<file path="src/hdl/serial_port_pkg.sv">
// Shared constants for the synchronous serial port
package serial_port_pkg;

	// ==========================================================
	// Register map
	localparam int          ADDR_W          = 24;
	localparam int          DATA_W          = 16;
	localparam logic [23:0] SHIFT_DATA_ADDR = 24'hFFFE60;
	localparam logic [23:0] CONTROL_ADDR    = 24'hFFFE62;
	localparam logic [23:0] STATUS_ADDR     = 24'hFFFE64;

	// ==========================================================
	// Control field positions
	localparam int PORT_ENABLE_BIT     = 0;
	localparam int MASTER_SELECT_BIT   = 1;
	localparam int WIDE_MODE_BIT       = 2;
	localparam int ECHO_ENABLE_BIT     = 3;
	localparam int OVERRUN_IRQ_BIT     = 4;
	localparam int READ_FULL_IRQ_BIT   = 5;
	localparam int XFER_DONE_IRQ_BIT   = 6;
	localparam int CLOCK_EDGE_SEL_BIT  = 7;
	localparam int CLOCK_IDLE_BIT      = 8;
	localparam int DIVIDER_LSB         = 9;
	localparam int DIVIDER_MSB         = 15;

	// ==========================================================
	// Status field positions
	localparam int SHIFTER_BUSY_BIT    = 0;
	localparam int READ_FULL_BIT       = 1;
	localparam int OVERRUN_BIT         = 2;

	// ==========================================================
	// Reset values and counts
	localparam logic [15:0] CONTROL_RESET   = 16'h0000;
	localparam logic [15:0] DATA_RESET      = 16'h0000;
	localparam logic [4:0]  BITS_NARROW     = 5'h08;
	localparam logic [4:0]  BITS_WIDE       = 5'h10;
	localparam int          SYNC_STAGES     = 3;

	// Master clock generator states
	typedef enum logic [0:0] {
		ST_IDLE,
		ST_RUN
	} master_state_t;

endpackage

</file>
<file path="src/hdl/sync_serial_port.sv">
// Synchronous serial port, master or slave, 8 or 16 bits
//
// Notes on behaviour
// - Master makes clock; slave uses master clock
// - One 16-bit shifter; 8-bit uses low byte
// - Pins swap by role; MSB first
// - One bit out, one in per clock
// - Data read gives buffer; write loads shifter
// - Buffer loads at completion only if free or read
// - Master overrun: start with buffer, shifter full
// - 8-bit load keeps buffer upper byte
// - Normal: out on falling, sample rising
// - Alternate: out on rising, sample falling
// - Idle bit sets resting clock level
// - Master clock rate from divider field
// - Leading-edge output: bit14 (bit6 if 8-bit) on second leading
// - Master drives 8/16 clocks per write
// - Slave output driven only while selected
// - Slave sends 8/16 bits MSB first, completes on count
// - Echo: no valid data, input retransmitted
// - No echo: shifter contents always sent
// - Interrupt on full, not busy, overrun
// - Busy set on start, clears on handoff
// - Data read clears full unless reloaded
// - Overrun cleared by writing one
// - Clock divisor is 2*(divider+1)
`timescale 1ns/1ns
module sync_serial_port (
	// Clock and reset
	input  wire logic        clk,
	input  wire logic        srst,
	// Register port
	input  wire logic [23:0] addr,
	input  wire logic [15:0] wdata,
	input  wire logic        wr,
	input  wire logic        rd,
	output logic      [15:0] rdata,
	// Shift clock pin
	input  wire logic        shift_clock_pin_in,
	output logic             shift_clock_pin_out,
	output logic             shift_clock_pin_oe,
	// Master-out/slave-in pin
	input  wire logic        master_out_slave_in_pin_in,
	output logic             master_out_slave_in_pin_out,
	output logic             master_out_slave_in_pin_oe,
	// Master-in/slave-out pin
	input  wire logic        master_in_slave_out_pin_in,
	output logic             master_in_slave_out_pin_out,
	output logic             master_in_slave_out_pin_oe,
	// Slave select
	input  wire logic        slave_select_n,
	// Interrupt request
	output logic             irq
);

	// ==========================================================
	// Registers and wires
	logic [15:0]                   serial_control_ff;
	logic [15:0]                   shifter_ff;
	logic [15:0]                   read_buffer_ff;
	logic [15:0]                   rdata_ff;
	logic                          shifter_busy_ff;
	logic                          read_buffer_full_ff;
	logic                          overrun_flag_ff;
	logic                          rx_pending_ff;
	logic                          data_valid_ff;
	logic                          tx_bit_ff;
	logic                          sample_bit_ff;
	logic                          sample_pend_ff;
	logic [4:0]                    sample_cnt_ff;
	logic [4:0]                    edge_cnt_ff;
	logic                          sck_level_ff;
	logic                          sck_prev_ff;
	logic                          echo_active_ff;
	logic                          miso_out_ff;
	logic                          miso_oe_ff;
	logic                          mosi_oe_ff;
	logic                          sck_oe_ff;
	logic                          irq_ff;
	logic                          done_ff;
	serial_port_pkg::master_state_t state_ff;

	logic       port_enable;
	logic       master_mode;
	logic       wide_mode;
	logic       out_on_lead;
	logic       idle_level;
	logic [4:0] bit_len;
	logic [2:0] sync_level;
	logic       sck_s;
	logic       mosi_s;
	logic       cs_n_s;
	logic       in_bit;
	logic       tick;
	logic       edge_any;
	logic       edge_lead;
	logic       sample_edge;
	logic       shift_edge;
	logic       last_sample;
	logic       done;
	logic       data_wr;
	logic       data_rd;
	logic       ctrl_wr;
	logic       stat_wr;
	logic       slave_active;
	logic       xfer_start;

	// ==========================================================
	// Control decode
	assign port_enable = serial_control_ff[serial_port_pkg::PORT_ENABLE_BIT];
	assign master_mode = serial_control_ff[serial_port_pkg::MASTER_SELECT_BIT];
	assign wide_mode   = serial_control_ff[serial_port_pkg::WIDE_MODE_BIT];
	assign idle_level  = serial_control_ff[serial_port_pkg::CLOCK_IDLE_BIT];
	// output edge is leading when idle level and mode differ
	assign out_on_lead = idle_level ^ serial_control_ff[serial_port_pkg::CLOCK_EDGE_SEL_BIT];
	assign bit_len     = wide_mode ? serial_port_pkg::BITS_WIDE : serial_port_pkg::BITS_NARROW;

	// Bus strobes
	assign data_wr = wr && (addr == serial_port_pkg::SHIFT_DATA_ADDR);
	assign ctrl_wr = wr && (addr == serial_port_pkg::CONTROL_ADDR);
	assign stat_wr = wr && (addr == serial_port_pkg::STATUS_ADDR);
	assign data_rd = rd && (addr == serial_port_pkg::SHIFT_DATA_ADDR);

	// ==========================================================
	// Input synchronisers
	// slave clock, select and data pass the filter
	pin_sync u_sync (
		.clk       (clk),
		.srst      (srst),
		.pin_in    ({slave_select_n, master_out_slave_in_pin_in, shift_clock_pin_in}),
		.rst_level (3'h4),
		.level     (sync_level)
	);

	assign sck_s  = sync_level[0];
	assign mosi_s = sync_level[1];
	assign cs_n_s = sync_level[2];

	assign in_bit = master_mode ? master_in_slave_out_pin_in : mosi_s;

	// ==========================================================
	// Master shift clock
	// divider sets half period
	shift_clock_gen u_clkgen (
		.clk     (clk),
		.srst    (srst),
		.run     (state_ff == serial_port_pkg::ST_RUN),
		.divider (serial_control_ff[serial_port_pkg::DIVIDER_MSB:serial_port_pkg::DIVIDER_LSB]),
		.tick    (tick)
	);

	// master runs 2*len half periods per write
	always_ff @(posedge clk) begin
		if (srst || !port_enable || !master_mode) begin
			state_ff     <= serial_port_pkg::ST_IDLE;
			edge_cnt_ff  <= 5'h00;
			sck_level_ff <= idle_level;
		end else begin
			case (state_ff)
				serial_port_pkg::ST_IDLE: begin
					sck_level_ff <= idle_level;
					edge_cnt_ff  <= 5'h00;
					if (data_wr) begin
						state_ff <= serial_port_pkg::ST_RUN;
					end
				end
				serial_port_pkg::ST_RUN: begin
					if (tick) begin
						sck_level_ff <= ~sck_level_ff;
						edge_cnt_ff  <= edge_cnt_ff + 5'h01;
						if (edge_cnt_ff == {bit_len[3:0], 1'b0} - 5'h01) begin
							state_ff <= serial_port_pkg::ST_IDLE;
						end
					end
				end
				default: begin
					state_ff <= serial_port_pkg::ST_IDLE;
				end
			endcase
		end
	end

	// Slave clock edge history
	always_ff @(posedge clk) begin
		if (srst) begin
			sck_prev_ff <= 1'b0;
		end else begin
			sck_prev_ff <= sck_s;
		end
	end

	// ==========================================================
	// Edge classification
	// slave acts only on master clock while selected
	assign slave_active = port_enable && !master_mode && !cs_n_s;
	always_comb begin
		edge_any  = 1'b0;
		edge_lead = 1'b0;
		if (port_enable && master_mode) begin
			edge_any  = tick && (state_ff == serial_port_pkg::ST_RUN);
			edge_lead = sck_level_ff == idle_level;
		end else if (slave_active) begin
			edge_any  = sck_s != sck_prev_ff;
			edge_lead = sck_prev_ff == idle_level;
		end
	end

	// shift on output edge, sample on the other
	assign shift_edge  = edge_any && (edge_lead == out_on_lead);
	assign sample_edge = edge_any && (edge_lead != out_on_lead);
	assign last_sample = sample_cnt_ff == bit_len - 5'h01;
	assign done = (sample_edge && out_on_lead && last_sample) ||
		(shift_edge && !out_on_lead && sample_cnt_ff == bit_len);
	assign xfer_start = slave_active && edge_any && edge_lead && sample_cnt_ff == 5'h00 && !sample_pend_ff;

	// Completion one cycle late, once the last bit sits in the shifter
	always_ff @(posedge clk) begin
		done_ff <= done && !srst;
	end

	// ==========================================================
	// Bit counter
	// deselect realigns the count
	always_ff @(posedge clk) begin
		if (srst || !port_enable || data_wr || done || (!master_mode && cs_n_s)) begin
			sample_cnt_ff <= 5'h00;
		end else if (sample_edge) begin
			sample_cnt_ff <= sample_cnt_ff + 5'h01;
		end
	end

	// ==========================================================
	// Shifter
	always_ff @(posedge clk) begin
		if (srst) begin
			shifter_ff     <= serial_port_pkg::DATA_RESET;
			tx_bit_ff      <= 1'b0;
			sample_bit_ff  <= 1'b0;
			sample_pend_ff <= 1'b0;
		end else if (data_wr) begin
			shifter_ff     <= wdata;
			tx_bit_ff      <= wide_mode ? wdata[15] : wdata[7];
			sample_pend_ff <= 1'b0;
		end else if (!port_enable || (!master_mode && cs_n_s)) begin
			sample_pend_ff <= 1'b0;
			tx_bit_ff      <= wide_mode ? shifter_ff[15] : shifter_ff[7];
		end else if (sample_edge && out_on_lead && last_sample) begin
			// final sample shifts in at once
			sample_pend_ff <= 1'b0;
			if (wide_mode) begin
				shifter_ff <= {shifter_ff[14:0], in_bit};
			end else begin
				shifter_ff <= {shifter_ff[15:8], shifter_ff[6:0], in_bit};
			end
		end else if (sample_edge) begin
			sample_bit_ff  <= in_bit;
			sample_pend_ff <= 1'b1;
		end else if (shift_edge && sample_pend_ff) begin
			// first leading edge has no sample, so no shift
			// narrow mode shifts low byte only, MSB first
			sample_pend_ff <= 1'b0;
			if (wide_mode) begin
				shifter_ff <= {shifter_ff[14:0], sample_bit_ff};
				tx_bit_ff  <= shifter_ff[14];
			end else begin
				shifter_ff <= {shifter_ff[15:8], shifter_ff[6:0], sample_bit_ff};
				tx_bit_ff  <= shifter_ff[6];
			end
		end
	end

	// ==========================================================
	// Valid data and echo
	always_ff @(posedge clk) begin
		if (srst || !port_enable || done) begin
			data_valid_ff <= 1'b0;
		end else if (data_wr) begin
			data_valid_ff <= 1'b1;
		end
	end

	// echo fixed while a transfer runs
	always_ff @(posedge clk) begin
		if (srst || !slave_active || done) begin
			echo_active_ff <= 1'b0;
		end else if (sample_cnt_ff == 5'h00 && !sample_pend_ff) begin
			echo_active_ff <= serial_control_ff[serial_port_pkg::ECHO_ENABLE_BIT] && !data_valid_ff;
		end
	end

	// ==========================================================
	// Read buffer and full flag
	always_ff @(posedge clk) begin
		if (srst) begin
			read_buffer_ff      <= serial_port_pkg::DATA_RESET;
			read_buffer_full_ff <= 1'b0;
			rx_pending_ff       <= 1'b0;
		end else if (!port_enable) begin
			read_buffer_full_ff <= 1'b0;
			rx_pending_ff       <= 1'b0;
		end else if (done_ff && (!read_buffer_full_ff || (data_rd && !rx_pending_ff))) begin
			// load at completion when buffer free
			read_buffer_full_ff <= 1'b1;
			if (wide_mode) begin
				read_buffer_ff <= shifter_ff;
			end else begin
				read_buffer_ff[7:0] <= shifter_ff[7:0];
			end
		end else if (done_ff) begin
			rx_pending_ff <= 1'b1;
		end else if (data_rd && rx_pending_ff) begin
			// read reloads from shifter, full stays set
			rx_pending_ff <= 1'b0;
			if (wide_mode) begin
				read_buffer_ff <= shifter_ff;
			end else begin
				read_buffer_ff[7:0] <= shifter_ff[7:0];
			end
		end else if (data_rd) begin
			read_buffer_full_ff <= 1'b0;
		end
	end

	// ==========================================================
	// Busy flag
	// set wins over clear
	always_ff @(posedge clk) begin
		if (srst || !port_enable) begin
			shifter_busy_ff <= 1'b0;
		end else if (data_wr || xfer_start) begin
			shifter_busy_ff <= 1'b1;
		end else if (done_ff && (!read_buffer_full_ff || (data_rd && !rx_pending_ff))) begin
			shifter_busy_ff <= 1'b0;
		end else if (data_rd && rx_pending_ff) begin
			shifter_busy_ff <= 1'b0;
		end
	end

	// ==========================================================
	// Overrun flag
	always_ff @(posedge clk) begin
		if (srst || !port_enable) begin
			overrun_flag_ff <= 1'b0;
		end else if (data_wr && master_mode && read_buffer_full_ff && rx_pending_ff) begin
			// new start with both stores full
			overrun_flag_ff <= 1'b1;
		end else if (stat_wr && wdata[serial_port_pkg::OVERRUN_BIT]) begin
			overrun_flag_ff <= 1'b0;
		end
	end

	// ==========================================================
	// Control register
	always_ff @(posedge clk) begin
		if (srst) begin
			serial_control_ff <= serial_port_pkg::CONTROL_RESET;
		end else if (ctrl_wr) begin
			serial_control_ff <= wdata;
		end
	end

	// ==========================================================
	// Read data, valid only the cycle after a read
	always_ff @(posedge clk) begin
		if (srst || !rd) begin
			rdata_ff <= 16'h0000;
		end else begin
			case (addr)
				serial_port_pkg::SHIFT_DATA_ADDR: rdata_ff <= read_buffer_ff;
				serial_port_pkg::CONTROL_ADDR:    rdata_ff <= serial_control_ff;
				serial_port_pkg::STATUS_ADDR: begin
					rdata_ff <= {13'h0000, overrun_flag_ff, read_buffer_full_ff, shifter_busy_ff};
				end
				default: rdata_ff <= 16'h0000;
			endcase
		end
	end

	// ==========================================================
	// Pin drivers
	always_ff @(posedge clk) begin
		if (srst) begin
			miso_out_ff <= 1'b0;
			miso_oe_ff  <= 1'b0;
			mosi_oe_ff  <= 1'b0;
			sck_oe_ff   <= 1'b0;
		end else begin
			// echo input or send shifter bit
			miso_out_ff <= echo_active_ff ? mosi_s : tx_bit_ff;
			miso_oe_ff  <= slave_active;
			mosi_oe_ff  <= port_enable && master_mode;
			sck_oe_ff   <= port_enable && master_mode;
		end
	end

	// ==========================================================
	// Interrupt
	// three sources, overrun only as master
	always_ff @(posedge clk) begin
		if (srst || !port_enable) begin
			irq_ff <= 1'b0;
		end else begin
			irq_ff <= (read_buffer_full_ff && serial_control_ff[serial_port_pkg::READ_FULL_IRQ_BIT]) ||
				(!shifter_busy_ff && serial_control_ff[serial_port_pkg::XFER_DONE_IRQ_BIT]) ||
				(overrun_flag_ff && master_mode && serial_control_ff[serial_port_pkg::OVERRUN_IRQ_BIT]);
		end
	end

	// Outputs straight from flops
	assign rdata                       = rdata_ff;
	assign shift_clock_pin_out         = sck_level_ff;
	assign shift_clock_pin_oe          = sck_oe_ff;
	assign master_out_slave_in_pin_out = tx_bit_ff;
	assign master_out_slave_in_pin_oe  = mosi_oe_ff;
	assign master_in_slave_out_pin_out = miso_out_ff;
	assign master_in_slave_out_pin_oe  = miso_oe_ff;
	assign irq                         = irq_ff;

endmodule

</file>
<file path="src/hdl/pin_sync.sv">
// Three-stage input synchroniser with agreement filter
`timescale 1ns/1ns
module pin_sync (
	// Clock and reset
	input  wire logic       clk,
	input  wire logic       srst,
	// Raw and filtered levels
	input  wire logic [2:0] pin_in,
	input  wire logic [2:0] rst_level,
	output logic      [2:0] level
);

	// ==========================================================
	// One filtered chain per pin
	genvar i;
	generate
		for (i = 0; i < 3; i++) begin : g_pin
			logic s1_ff;
			logic s2_ff;
			logic s3_ff;
			logic lvl_ff;

			// First stage feeds only the second
			always_ff @(posedge clk) begin
				s1_ff <= pin_in[i];
				s2_ff <= s1_ff;
				s3_ff <= s2_ff;
			end

			// Change accepted once stages two and three agree
			always_ff @(posedge clk) begin
				if (srst) begin
					lvl_ff <= rst_level[i];
				end else if (s2_ff == s3_ff) begin
					lvl_ff <= s3_ff;
				end
			end

			assign level[i] = lvl_ff;
		end
	endgenerate

endmodule

</file>
<file path="src/hdl/shift_clock_gen.sv">
// Master shift clock half-period tick generator
`timescale 1ns/1ns
module shift_clock_gen (
	// Clock and reset
	input  wire logic       clk,
	input  wire logic       srst,
	// Control
	input  wire logic       run,
	input  wire logic [6:0] divider,
	// Half-period pulse
	output logic            tick
);

	logic [6:0] cnt_ff;
	logic       tick_ff;

	// Pulse every divider+1 cycles, so a full period is 2*(divider+1)
	always_ff @(posedge clk) begin
		if (srst || !run) begin
			cnt_ff  <= 7'h00;
			tick_ff <= 1'b0;
		end else if (cnt_ff == divider) begin
			cnt_ff  <= 7'h00;
			tick_ff <= 1'b1;
		end else begin
			cnt_ff  <= cnt_ff + 7'h01;
			tick_ff <= 1'b0;
		end
	end

	assign tick = tick_ff;

endmodule

</file>
<file path="config.mk">
export PLATFORM = sky130hd
export DESIGN_NAME = sync_serial_port
export DESIGN_NICKNAME = d
export VERILOG_FILES = /design/src/hdl/serial_port_pkg.sv /design/src/hdl/sync_serial_port.sv /design/src/hdl/pin_sync.sv /design/src/hdl/shift_clock_gen.sv
export SDC_FILE = /design/constraint.sdc
export NUM_CORES = 1
export LEC_CHECK = 0
export BUFFER_PORTS_ARGS = -buffer_cell sky130_fd_sc_hd__buf_2
export CORE_MARGIN = 10
export CORE_UTILIZATION = 35
export DETAILED_ROUTE_END_ITERATION = 6
export PLACE_DENSITY = 0.59
export SLEW_MARGIN = 25
export SYNTH_ARGS = -nofsm -noshare
export SYNTH_HDL_FRONTEND = slang
export SYNTH_SLANG_ARGS = --single-unit
</file>
<file path="constraint.sdc">
create_clock -name clk -period 3.6 [get_ports clk]
set_input_delay 0.36 -clock clk [delete_from_list [all_inputs] [get_ports clk]]
set_output_delay 0.36 -clock clk [all_outputs]
set_load 0.01 [all_outputs]
</file>
Yosys cells after proc, flatten, opt, wreduce, memory -nomap -nowiden
Index checks and enable logic that the tools add are counted.
{"block": "totals", "reg_bits": 111, "word_cells": 207}
{"block": "classes", "eq_ne": 25, "bitwise_logic": 8, "n_reduce_logical": 82, "add_sub_neg": 5, "muxes": 49}
{"operator": "2-to-1 mux 16 bit", "n": 10}
{"operator": "equality test 24 bit (second input constant)", "n": 3}
{"operator": "case mux 16 bit (3 select lines)", "n": 1}
{"operator": "logical AND 1 bit", "n": 34}
{"operator": "2-to-1 mux 1 bit", "n": 32}
{"operator": "logical OR 1 bit", "n": 16}
{"operator": "equality test 5 bit", "n": 3}
{"operator": "zero test 1 bit", "n": 13}
{"operator": "AND reduction 3 bit", "n": 4}
{"operator": "adder 5 x 1 -> 5 bit (second input constant)", "n": 2}
{"operator": "2-to-1 mux 5 bit", "n": 2}
{"operator": "case mux 5 bit (2 select lines)", "n": 1}
{"operator": "nonzero test 2 bit", "n": 5}
{"operator": "subtractor 5 x 1 -> 5 bit (second input constant)", "n": 2}
{"operator": "inequality test 3 x 1 -> 1 bit (second input constant)", "n": 3}
{"operator": "nonzero test 3 bit", "n": 3}
{"operator": "2-to-1 mux 8 bit", "n": 1}
{"operator": "adder 7 x 1 -> 7 bit (second input constant)", "n": 1}
{"operator": "equality test 7 bit", "n": 1}
{"operator": "inverter 1 bit", "n": 7}
{"operator": "equality test 1 bit", "n": 6}
{"operator": "zero test 5 bit", "n": 1}
{"operator": "AND reduction 5 bit", "n": 1}
{"operator": "inequality test 2 x 1 -> 1 bit (second input constant)", "n": 2}
{"operator": "11 further kinds", "n": 15}

Longest topological paths before layout
Gate-level depths: netlist (run 1).
{"block": "depth", "depth_word": 13, "mapped_depth": 9, "ltp_nobuf": 7}

Hierarchy
Synthesis (run 1) repeated with hierarchy kept, for this count alone.
{"block": "unflattened", "hier_cells": 517, "area_unflattened_um2": 4883.4}
{"module": "sync_serial_port", "area_per_inst_um2": 4072.7, "instances": 1, "cells_each": 450}
{"module": "shift_clock_gen", "area_per_inst_um2": 439.2, "instances": 1, "cells_each": 43}
{"module": "pin_sync", "area_per_inst_um2": 371.6, "instances": 1, "cells_each": 24}

Worst setup path after synthesis (run 1)
No wires, ideal clock.
{"block": "synth_path", "path_kind": "register -> register", "start": "register serial_control_ff[1]", "end": "register shifter_ff[10]", "stages_incl_launch_ff": 9, "setup_ns": 0.072, "arrival_ns": 2.129, "setup_slack_ns": 1.399, "synth_period_minus_slack_ns": 2.201, "t_required_ns": 3.528, "path_cell_list": "dfxtp_1 buf_4 or3b_1 buf_2 o22a_1 buf_6 mux2i_4 a211oi_4 mux2i_1"}
{"block": "synth_via", "elab_chain_len": 12, "word_cells_on_any_way": 26, "cone_classes": "eq/ne: 6; mux: 7; reduce/logical: 13"}
{"item": "start: declaration", "line": "sync_serial_port.sv:58", "rtl": "logic [15:0] serial_control_ff;"}
{"item": "start signal: assignment", "line": "sync_serial_port.sv:356", "rtl": "serial_control_ff <= serial_port_pkg::CONTROL_RESET;"}
{"item": "start signal: assignment", "line": "sync_serial_port.sv:358", "rtl": "serial_control_ff <= wdata;"}
{"item": "zero test 1 bit", "line": "sync_serial_port.sv:195, sync_serial_port.sv:244"}
{"item": "logical AND 1 bit (2 in a row)", "line": "sync_serial_port.sv:195", "rtl": "assign slave_active = port_enable && !master_mode && !cs_n_s;"}
{"item": "2-to-1 mux 1 bit", "line": "sync_serial_port.sv:202", "rtl": "end else if (slave_active) begin"}
{"item": "2-to-1 mux 1 bit", "line": "sync_serial_port.sv:199", "rtl": "if (port_enable && master_mode) begin"}
{"item": "inequality test 1 bit", "line": "sync_serial_port.sv:210", "rtl": "assign sample_edge = edge_any && (edge_lead != out_on_lead);"}
{"item": "logical AND 1 bit", "line": "sync_serial_port.sv:210"}
{"item": "logical AND 1 bit (2 in a row)", "line": "sync_serial_port.sv:247", "rtl": "end else if (sample_edge && out_on_lead && last_sample) begin"}
{"item": "2-to-1 mux 16 bit", "line": "sync_serial_port.sv:247"}
{"item": "2-to-1 mux 16 bit", "line": "sync_serial_port.sv:244", "rtl": "end else if (!port_enable || (!master_mode && cs_n_s)) begin"}
{"item": "2-to-1 mux 16 bit", "line": "sync_serial_port.sv:240", "rtl": "end else if (data_wr) begin"}
{"item": "end signal: assignment", "line": "sync_serial_port.sv:241", "rtl": "shifter_ff <= wdata;"}
{"item": "end signal: assignment", "line": "sync_serial_port.sv:251", "rtl": "shifter_ff <= {shifter_ff[14:0], in_bit};"}
{"item": "end signal: assignment", "line": "sync_serial_port.sv:253", "rtl": "shifter_ff <= {shifter_ff[15:8], shifter_ff[6:0], in_bit};"}
{"item": "end: declaration", "line": "sync_serial_port.sv:59", "rtl": "logic [15:0] shifter_ff;"}
Parallel ways exist; a longest one is shown, timed or not. The select of a mux whose other input is x is not followed.
A chain may end at the register's enable or synchronous reset.

Worst setup path after layout (run 1)
{"block": "layout_path", "start": "register serial_control_ff[0]", "end": "register shifter_ff[7]"}
{"block": "layout_via", "elab_chain_len": 11, "word_cells_on_any_way": 23, "cone_classes": "eq/ne: 4; mux: 7; reduce/logical: 12"}
{"item": "logical AND 1 bit (2 in a row)", "line": "sync_serial_port.sv:195"}
{"item": "2-to-1 mux 1 bit", "line": "sync_serial_port.sv:202"}
{"item": "2-to-1 mux 1 bit", "line": "sync_serial_port.sv:199"}
{"item": "inequality test 1 bit", "line": "sync_serial_port.sv:210"}
{"item": "logical AND 1 bit", "line": "sync_serial_port.sv:210"}
{"item": "logical AND 1 bit (2 in a row)", "line": "sync_serial_port.sv:247"}
{"item": "2-to-1 mux 16 bit", "line": "sync_serial_port.sv:247"}
{"item": "2-to-1 mux 16 bit", "line": "sync_serial_port.sv:244"}
{"item": "2-to-1 mux 16 bit", "line": "sync_serial_port.sv:240"}
Parallel ways exist; a longest one is shown, timed or not. The select of a mux whose other input is x is not followed.

==> results of run 1 <==
-- worst max-delay path: cells and delay by family (launching register included) --
| kind | cells | cell delay (ns) |
|---|---|---|
| flip-flops | 1 | 0.64 |
| AO/OA/AOI/OAI | 3 | 0.87 |
| AND/OR/NAND/NOR | 1 | 0.52 |
| multiplexers | 1 | 0.71 |
-- final cells by class --
cell class / count / area (um2) / share of cell area
Tap cell: 180 / 225 / 0.0384
Clock inverter: 5 / 81.3 / 0.0139
Sequential cell: 111 / 2230 / 0.381
Clock buffer: 11 / 233 / 0.0397
Multi-Input combinational cell: 382 / 2670 / 0.456
Inverter: 8 / 30.0 / 0.00512
Timing Repair Buffer: 75 / 388 / 0.0662
-- sequential cells by signal (all words and copies together), names as in the netlist, 3 cells and up --
signal	cells
edge_cnt_ff	5
rdata	16
read_buffer_ff	16
sample_cnt_ff	5
serial_control_ff	16
shifter_ff	16
u_clkgen.cnt_ff	7
u_sync.g_pin.lvl_ff	3
u_sync.g_pin.s1_ff	3
u_sync.g_pin.s2_ff	3
u_sync.g_pin.s3_ff	3
-- how the worst max path moves through the flow --
stage / slack (ns) / startpoint / cells past startpoint / to
finish: 0.76 / serial_control_ff[0] / 5 / shifter_ff[7]
global route: 0.57 / serial_control_ff[0] / 5 / shifter_ff[4]
CTS: 0.81 / serial_control_ff[0] / 5 / shifter_ff[7]
detailed placement: 0.82 / serial_control_ff[0] / 5 / shifter_ff[7]
global placement: 1.00 / serial_control_ff[0] / 5 / shifter_ff[12]
floorplan: 1.40 / serial_control_ff[1] / 8 / shifter_ff[10]
-- through the flow --
stage | hold slack (ns) | cells | worst slack (ns) | utilization
2_1_floorplan | 0.310 | 530 | 1.40 | -
3_5_place_dp | 0.316 | 756 | 0.823 | 0.395
4_1_cts | 0.0892 | 772 | 0.813 | 0.417
5_1_grt | 0.0914 | 772 | 0.573 | 0.417
6_report | 0.102 | 772 | 0.765 | 0.417
3_3_place_gp | 0.312 | 756 | 1.00 | 0.395
-- cell families after synthesis --
group | synth area share
XOR/XNOR | 0.0448
adder cells (fa/ha/maj) | 0.00986
AND/OR/NAND/NOR | 0.220
AO/OA/AOI/OAI | 0.122
flip-flops | 0.440
multiplexers | 0.129
buffers and inverters | 0.0345
-- report_power, final --
group | total (uW) | internal [uW] | switching (uW) | leakage (uW)
Clock | 1070 | 612 | 463 | 0.000146
Sequential | 1240 | 1240 | 4.33 | 0.000902
Combinational | 80.1 | 36.9 | 43.2 | 0.00129
-- layer usage --
layer / wire length [um] / up-vias / GRT usage
met5: 0 / - / 0
met2: 5580 / 111 / 0.189
li1: - / 2017 / -
met4: 222 / 0 / 0.0511
met3: 819 / 15 / 0.0446
met1: 6570 / 1858 / 0.178
-- cells in the mapped netlist, types with 4 or more instances --
master      n
nor4_1      6
or4_1       4
buf_4       4
nor2_1     63
nor3_1      5
mux2i_1    61
a21boi_0    8
a311oi_1    9
nor2b_1     6
and3_1     11
nand2b_1   39
nand2_1    15
dfxtp_1   110
nand4b_1    5
o21bai_1    9
buf_2       5
nand3_1    15
ha_1        4
o21ai_0    19
nand4_1     9
inv_1       8
o211ai_1    8
xnor2_1    11
xor2_1     15
clkbuf_1   18
o31ai_1     5
a21oi_1    17
==> reports/summary.txt, run 1 <==
sequential share of the synthesized area -> 0.440
count of flip-flops with a built-in enable after synthesis -> 1
most frequent cells in the layout -> dfxtp_1, buf_2, nor2_1
HP Class -> in2reg
relative slew slack -> 0.423
placed standard-cell area -> 5550 um2
Antenna Nets Post-Route -> 0
Residual DRC -> 0
CTS buffer count -> 9
Mapped Area -> 5080 um2
Hold Crit Endpoint -> u_sync.g_pin[1].s1_ff
Final Skew -> 0.00538 ns
Die Y-Extent -> 140 um
Critical Path RT -> 3.87 ns
I/O Pins -> 71
largest net degree at the start of global routing -> 62
root buf cell -> clkbuf_16
Worst path max stage delay -> 0.71 ns
CP Class -> reg2reg
fraction of layout cells with a size suffix above 1 -> 0.177
Pwr Total -> 2400 uW
instance count of the mapped netlist -> 530
fillcell total -> 1396
dominant synthesized flop cell -> dfxtp_1
vias in the first global route -> 4032
Worst-Margin Slew -> 0.841 ns
Max-Cap Viols -> 0
post-synth top area cell -> dfxtp_1
post-DR vias/cell -> 5.18
clk slew on worst S/H paths -> 0.07 ns
Max Clock Freq -> 0.353 GHz
Avg Cell Area, Syn -> 9.58 um2
hold violation count in the final report -> 0
Wirelength per Cell -> 17.1 um
synth unique cells -> 59
maximum fanout along the worst path -> 16
Setup Viol. Count Final -> 0
Buffers on Ports -> 70
DRT Wirelength -> 13200 um
Final Cell Area -> 5860 um2
CTS H-tree lvls -> 3
PwrDens -> 409 nW/um2
Area growth syn-to-layout -> 15.4%
Lkg Pwr -> 0.00234 uW
number of cell rows -> 43
antenna violations before repair -> 0
Critical Path AT -> 3.10 ns
post-CTS resize count -> 0
detailed placement HPWL -> 9890 um
minimum clock period -> 2.84 ns
Yosys top cell area share -> 0.434
FF+latch count, synth -> 111
top cells by area, synth -> dfxtp_1, mux2i_1, nand2b_1, nor2_1, xor2_1
r2r endpoint -> shifter_ff[7]
Slowest-stage cell, CP -> mux2i_1
hold_sp -> master_out_slave_in_pin_in
Starting Density -> 0.362
CTS max path bufs -> 2
GP Congestion -> 0.892
Post-CTS Hold Fix Bufs -> 0
outcome -> completed
CTS tree -> done
Net Count, Synth -> 582
die width -> 140 um
n_diodes -> 0
Slew Viols, Final -> 0
CP cell instances -> or3b_1 -> o22a_1 -> mux2i_1 -> o21ai_0 -> a311oi_1
worst IR drop on VDD -> 0.248 mV
clock latency on the worst-skew pair -> 0.35 ns
WHS Path Cells -> 1
Final nets -> 639
DRT iter0 DRCs -> 284
RSZ-0062 raised after global routing -> no
first-pass GRT wire length -> 21300 um
DR pass1 iterations -> 4
area of the die -> 19700 um2
CORE AREA -> 14000 um2
global route overflow -> 0
Via Count -> 4001
crit path launch type -> flip-flop
GRT Util Overall -> 0.132
yosys warns -> 0
worst reg2reg path depth -> 5
FF-to-FF setup slack -> 0.76 ns
final setup TNS -> 0 ns
Period Utilization, post-route -> 0.788
async set or reset register ratio after synthesis -> 0
most common cell after layout, fill and taps aside -> dfxtp_1
Crit. End Element -> flip-flop
Post CTS Setup Buffer Count -> 0
RR Startpoint -> serial_control_ff[0]
TritonCTS Sinks -> 111
No activity file was read; power rests on OpenSTA's default activity.
==> run 2, diff against run 1 <==
- PLACE_DENSITY: 0.59 -> 0.61
- clock period: 3.6 -> 2.4 ns (I/O delays scaled with it)
==> run 2 against run 1 <==
  * Fmax rose by 29%
  * Design area rose by 3.1%
  * Clock power rose by 49%
  * Via count rose by 3.8%
  * Sequential share of layout area fell by 1.2 points
  * Routed wire length rose by 0.92%
  * Largest cell class unchanged
  * Largest power group unchanged
==> reports/summary.txt, run 2 (same netlist as run 1, synthesis figures left out) <==
Final nets -> 661
Critical Path RT -> 2.69 ns
DRT Wirelength -> 13300 um
Via Count -> 4153
CORE AREA -> 14000 um2
Crit. End Element -> flip-flop
maximum fanout along the worst path -> 14
placed standard-cell area -> 5700 um2
Critical Path AT -> 2.49 ns
most common cell after layout, fill and taps aside -> dfxtp_1
CTS buffer count -> 9
area of the die -> 19700 um2
Multi-input gate area -> 2670 um2
die width -> 140 um
Buffers on Ports -> 70
Lkg Pwr -> 0.00246 uW
hold slack -> 0.124 ns
root buf cell -> clkbuf_16
most frequent cells in the layout -> dfxtp_1, buf_2, nor2_1
n_diodes -> 0
CTS tree -> done
Area growth syn-to-layout -> 19.0%
detailed placement HPWL -> 10100 um
TritonCTS Sinks -> 111
Antenna Nets Post-Route -> 0
Post CTS Setup Buffer Count -> 0
final setup TNS -> 0 ns
HP Class -> in2reg
Worst-Margin Slew -> 0.646 ns
outcome -> completed
DR pass1 iterations -> 4
DRT iter0 DRCs -> 263
worst IR drop on VDD -> 0.307 mV
minimum clock period -> 2.20 ns
post-DR vias/cell -> 5.23
Die Y-Extent -> 140 um
Residual DRC -> 0
GRT Util Overall -> 0.134
Worst path max stage delay -> 0.56 ns
Slew Viols, Final -> 0
relative slew slack -> 0.567
Setup Viol. Count Final -> 0
register area -> 2230 um2
largest net degree at the start of global routing -> 54
clk slew on worst S/H paths -> 0.08 ns
Wirelength per Cell -> 16.8 um
CTS H-tree lvls -> 3
GP Congestion -> 0.893
number of cell rows -> 43
Max-Cap Viols -> 0
PwrDens -> 591 nW/um2
CP cell instances -> buf_4 -> nand4_1 -> o21a_1 -> nor2_1 -> a211oi_4 -> mux2i_1
hold violation count in the final report -> 0
global route overflow -> 0
CTS max path bufs -> 2
clock latency on the worst-skew pair -> 0.37 ns
Place WS -> 0.0792 ns
fillcell total -> 1371
Starting Density -> 0.362
setup ws final -> 0.200 ns
I/O Pins -> 71
Slowest-stage cell, CP -> a211oi_4
Period Utilization, post-route -> 0.917
first-pass GRT wire length -> 21700 um
RSZ-0062 raised after global routing -> no
CP Class -> reg2reg
crit path launch type -> flip-flop
fraction of layout cells with a size suffix above 1 -> 0.207
antenna violations before repair -> 0
vias in the first global route -> 4141
Max Clock Freq -> 0.455 GHz
Final Cell Area -> 6040 um2
Final Skew -> 0.0138 ns
## run 2: repair_timing
item,4_1_cts,5_1_grt
resized for setup,0,1
hold buffers,3,0
setup endpoints to repair,0,5
hold endpoints to repair,3,0
## run 2: worst max-delay path, delay by kind of cell, from the launching register on
family / cells / cell delay [ns]
DFF: 1 / 0.32
AOI/OAI and AO/OA: 2 / 1.05
muxes: 1 / 0.25
buffers and inverters: 1 / 0.18
and+or+nand+nor: 2 / 0.32
## run 2: worst paths after layout
path         slack [ns]  depth (start not counted)             startpoint               endpoint
max                0.20                          6   serial_control_ff[1]          shifter_ff[8]
min                0.12                          3              wdata[11]  serial_control_ff[11]
max reg2reg        0.20                          6   serial_control_ff[1]          shifter_ff[8]
min reg2reg        0.33                          0  u_sync.g_pin[0].s1_ff  u_sync.g_pin[0].s2_ff
## run 2: report_power, final
part           switching, uW  internal (uW)  leakage, uW
Combinational           65.9           59.4      0.00140
Clock                    753            835     0.000155
Sequential              6.33           1850     0.000902
## run 2: through the flow
stage | util | power (uW) | instances
floorplan | - | 1960 | 530
global route | 0.430 | 3690 | 794
detailed placement | 0.406 | 2020 | 775
finish | 0.430 | 3570 | 794
CTS | 0.430 | 3590 | 794
global placement | 0.406 | 2020 | 775
## run 2: cell type report
cell class / count / share of cell area
multi-input combinational: 382 / 0.442
sequential: 111 / 0.369
tap: 180 / 0.0373
clock buffer: 9 / 0.0373
timing repair buffer: 97 / 0.0948
clock inverter: 7 / 0.0141
inverter: 8 / 0.00497
## run 2: layer usage
layer,wire (um),part of all wire,track usage
met5,0,0,0
met2,5600,0.42,0.189
met1,6590,0.49,0.185
met3,821,0.062,0.0311
met4,304,0.023,0.0641
==> run 3, diff against run 2 <==
- CORE_UTILIZATION: 35 -> 52
- PLACE_DENSITY: 0.61 -> 0.82
==> run 3 against run 2 <==
  * Worst setup slack lost 0.0074 ns
  * Global-route usage rose by 4.4 points
  * Critical path type unchanged
  * Total power fell by 15%
  * Clock power shrank 33%
==> reports/summary.txt, run 3 (same netlist as run 1, synthesis figures left out) <==
Area growth syn-to-layout -> 15.0%
WHS Path Cells -> 3
maximum fanout along the worst path -> 7
Antenna Nets Post-Route -> 0
CP Buf/Inv Count -> 1
most frequent cells in the layout -> dfxtp_1, buf_2, nor2_1
Crit. End Element -> flip-flop
Final nets -> 660
worst reg2reg path depth -> 6
CTS tree -> done
minimum clock period -> 2.21 ns
CP cell instances -> xor2_1 -> o22a_1 -> mux2i_4 -> buf_4 -> o211ai_1 -> a311oi_1
fraction of layout cells with a size suffix above 1 -> 0.204
CTS H-tree lvls -> 3
Reg power frac -> 0.611
final core occ -> 0.606
RR Startpoint -> serial_control_ff[8]
final setup TNS -> 0 ns
TritonCTS Sinks -> 111
Slew Viols, Final -> 0
Max Clock Freq -> 0.453 GHz
outcome -> completed
Logic pwr share -> 0.041
largest net degree at the start of global routing -> 46
hold violation count in the final report -> 0
P_sw -> 739 uW
Max-Cap Viols -> 0
vias in the first global route -> 4129
setup ws final -> 0.193 ns
post-DR vias/cell -> 5.68
HP Class -> in2reg
hold_sp -> wdata[8]
number of cell rows -> 36
GP Congestion -> 0.975
r2r endpoint -> shifter_ff[4]
Critical Path RT -> 2.71 ns
Wirelength per Cell -> 17.0 um
PwrDens -> 522 nW/um2
Starting Density -> 0.527
CTS max path bufs -> 2
worst IR drop on VDD -> 0.286 mV
DRT Wirelength -> 12600 um
I/O Pins -> 71
Worst-Margin Slew -> 0.589 ns
CP top delay family -> compound AO/OA/AOI/OAI gates
area of the die -> 14100 um2
Place WS -> 0.109 ns
P_int -> 2310 uW
crit path launch type -> flip-flop
CORE AREA -> 9640 um2
Setup Viol. Count Final -> 0
most common cell after layout, fill and taps aside -> dfxtp_1
CTS buffer count -> 9
sw frac -> 0.242
global route overflow -> 0
first-pass GRT wire length -> 20700 um
Residual DRC -> 0
detailed placement HPWL -> 9530 um
root buf cell -> clkbuf_8
Buffers on Ports -> 70
CP Class -> reg2reg
FF-to-FF setup slack -> 0.19 ns
GRT Util Overall -> 0.178
Final Skew -> 0.0182 ns
relative slew slack -> 0.604
Clock power frac -> 0.348
DRT iter0 DRCs -> 364
Critical Path AT -> 2.51 ns
Pwr Total -> 3050 uW
clk slew on worst S/H paths -> 0.11 ns
Via Count -> 4239
Die Y-Extent -> 119 um
DR pass1 iterations -> 5
Slowest-stage cell, CP -> dfxtp_2
hold slack -> 0.0922 ns
Lkg Pwr -> 0.00238 uW
Worst path max stage delay -> 0.48 ns
antenna violations before repair -> 0
die width -> 119 um
RSZ-0062 raised after global routing -> no
Period Utilization, post-route -> 0.920
Hold Crit Endpoint -> serial_control_ff[8]
n_diodes -> 0
clock latency on the worst-skew pair -> 0.40 ns
-- run 3: changes by cell type in the layout (fill, tap and decap cells not counted), moves of 2 or more --
cell,change
clkinv_4,+3
clkbuf_16,-9
clkbuf_8,+9
inv_8,-2
inv_6,-2
-- run 3: worst register-to-register path, stage by stage (launching register included) --
cell and delay [ns]:
dfxtp_2 0.48, xor2_1 0.29, o22a_1 0.31, mux2i_4 0.41
buf_4 0.21, o211ai_1 0.11, a311oi_1 0.30
-- run 3: repair_timing --
action                                 in CTS  in global routing
setup endpoints to repair                   0                 17
hold buffers                                3                  0
setup buffers                               0                  1
endpoints found under the hold margin       3                  0
gates resized for setup                     0                  1
-- run 3: per-stage QoR --
| step | instance area (um2) | cells |
|---|---|---|
| floorplan | 5080 | 530 |
| global placement | 5620 | 726 |
| detailed placement | 5620 | 726 |
| CTS | 5830 | 745 |
| global route | 5840 | 746 |
| finish | 5840 | 746 |
-- run 3: how the worst max path moves through the flow --
| stage | from | to | slack (ns) | cells after the start |
|---|---|---|---|---|
| floorplan | serial_control_ff[1] | shifter_ff[10] | 0.20 | 8 |
| global placement | serial_control_ff[8] | shifter_ff[11] | 0.18 | 5 |
| detailed placement | addr[0] | shifter_ff[3] | 0.11 | 6 |
| CTS | serial_control_ff[8] | shifter_ff[4] | 0.1 | 6 |
| global route | serial_control_ff[8] | shifter_ff[5] | 0.07 | 6 |
| finish | serial_control_ff[8] | shifter_ff[4] | 0.19 | 6 |
-- run 3: final cells by class --
cell class                      instances  area [um2]
Timing Repair Buffer                   96         553
Multi-Input combinational cell        382        2670
Clock inverter                          6        58.8
Fill cell                             832        3800
Sequential cell                       111        2230
Clock buffer                           10         128
Inverter                                8        30.0
Tap cell                              133         166
-- run 3: per-layer routing --
metal / vias to the layer above / global-route usage / share of wire
met2: 163 / 0.282 / 0.46
met5: - / 0 / 0
met4: 0 / 0.0649 / 0.016
met3: 19 / 0.0510 / 0.080
met1: 2011 / 0.226 / 0.44
li1: 2046 / - / -
-- run 3: power by group through the flow --
stage,Clock (uW),Sequential (uW),Combinational (uW)
2_1_floorplan,0,1900,57.9
3_5_place_dp,0,1900,119
5_1_grt,1160,1860,134
4_1_cts,1080,1860,123
3_3_place_gp,0,1900,118
6_report,1060,1860,125
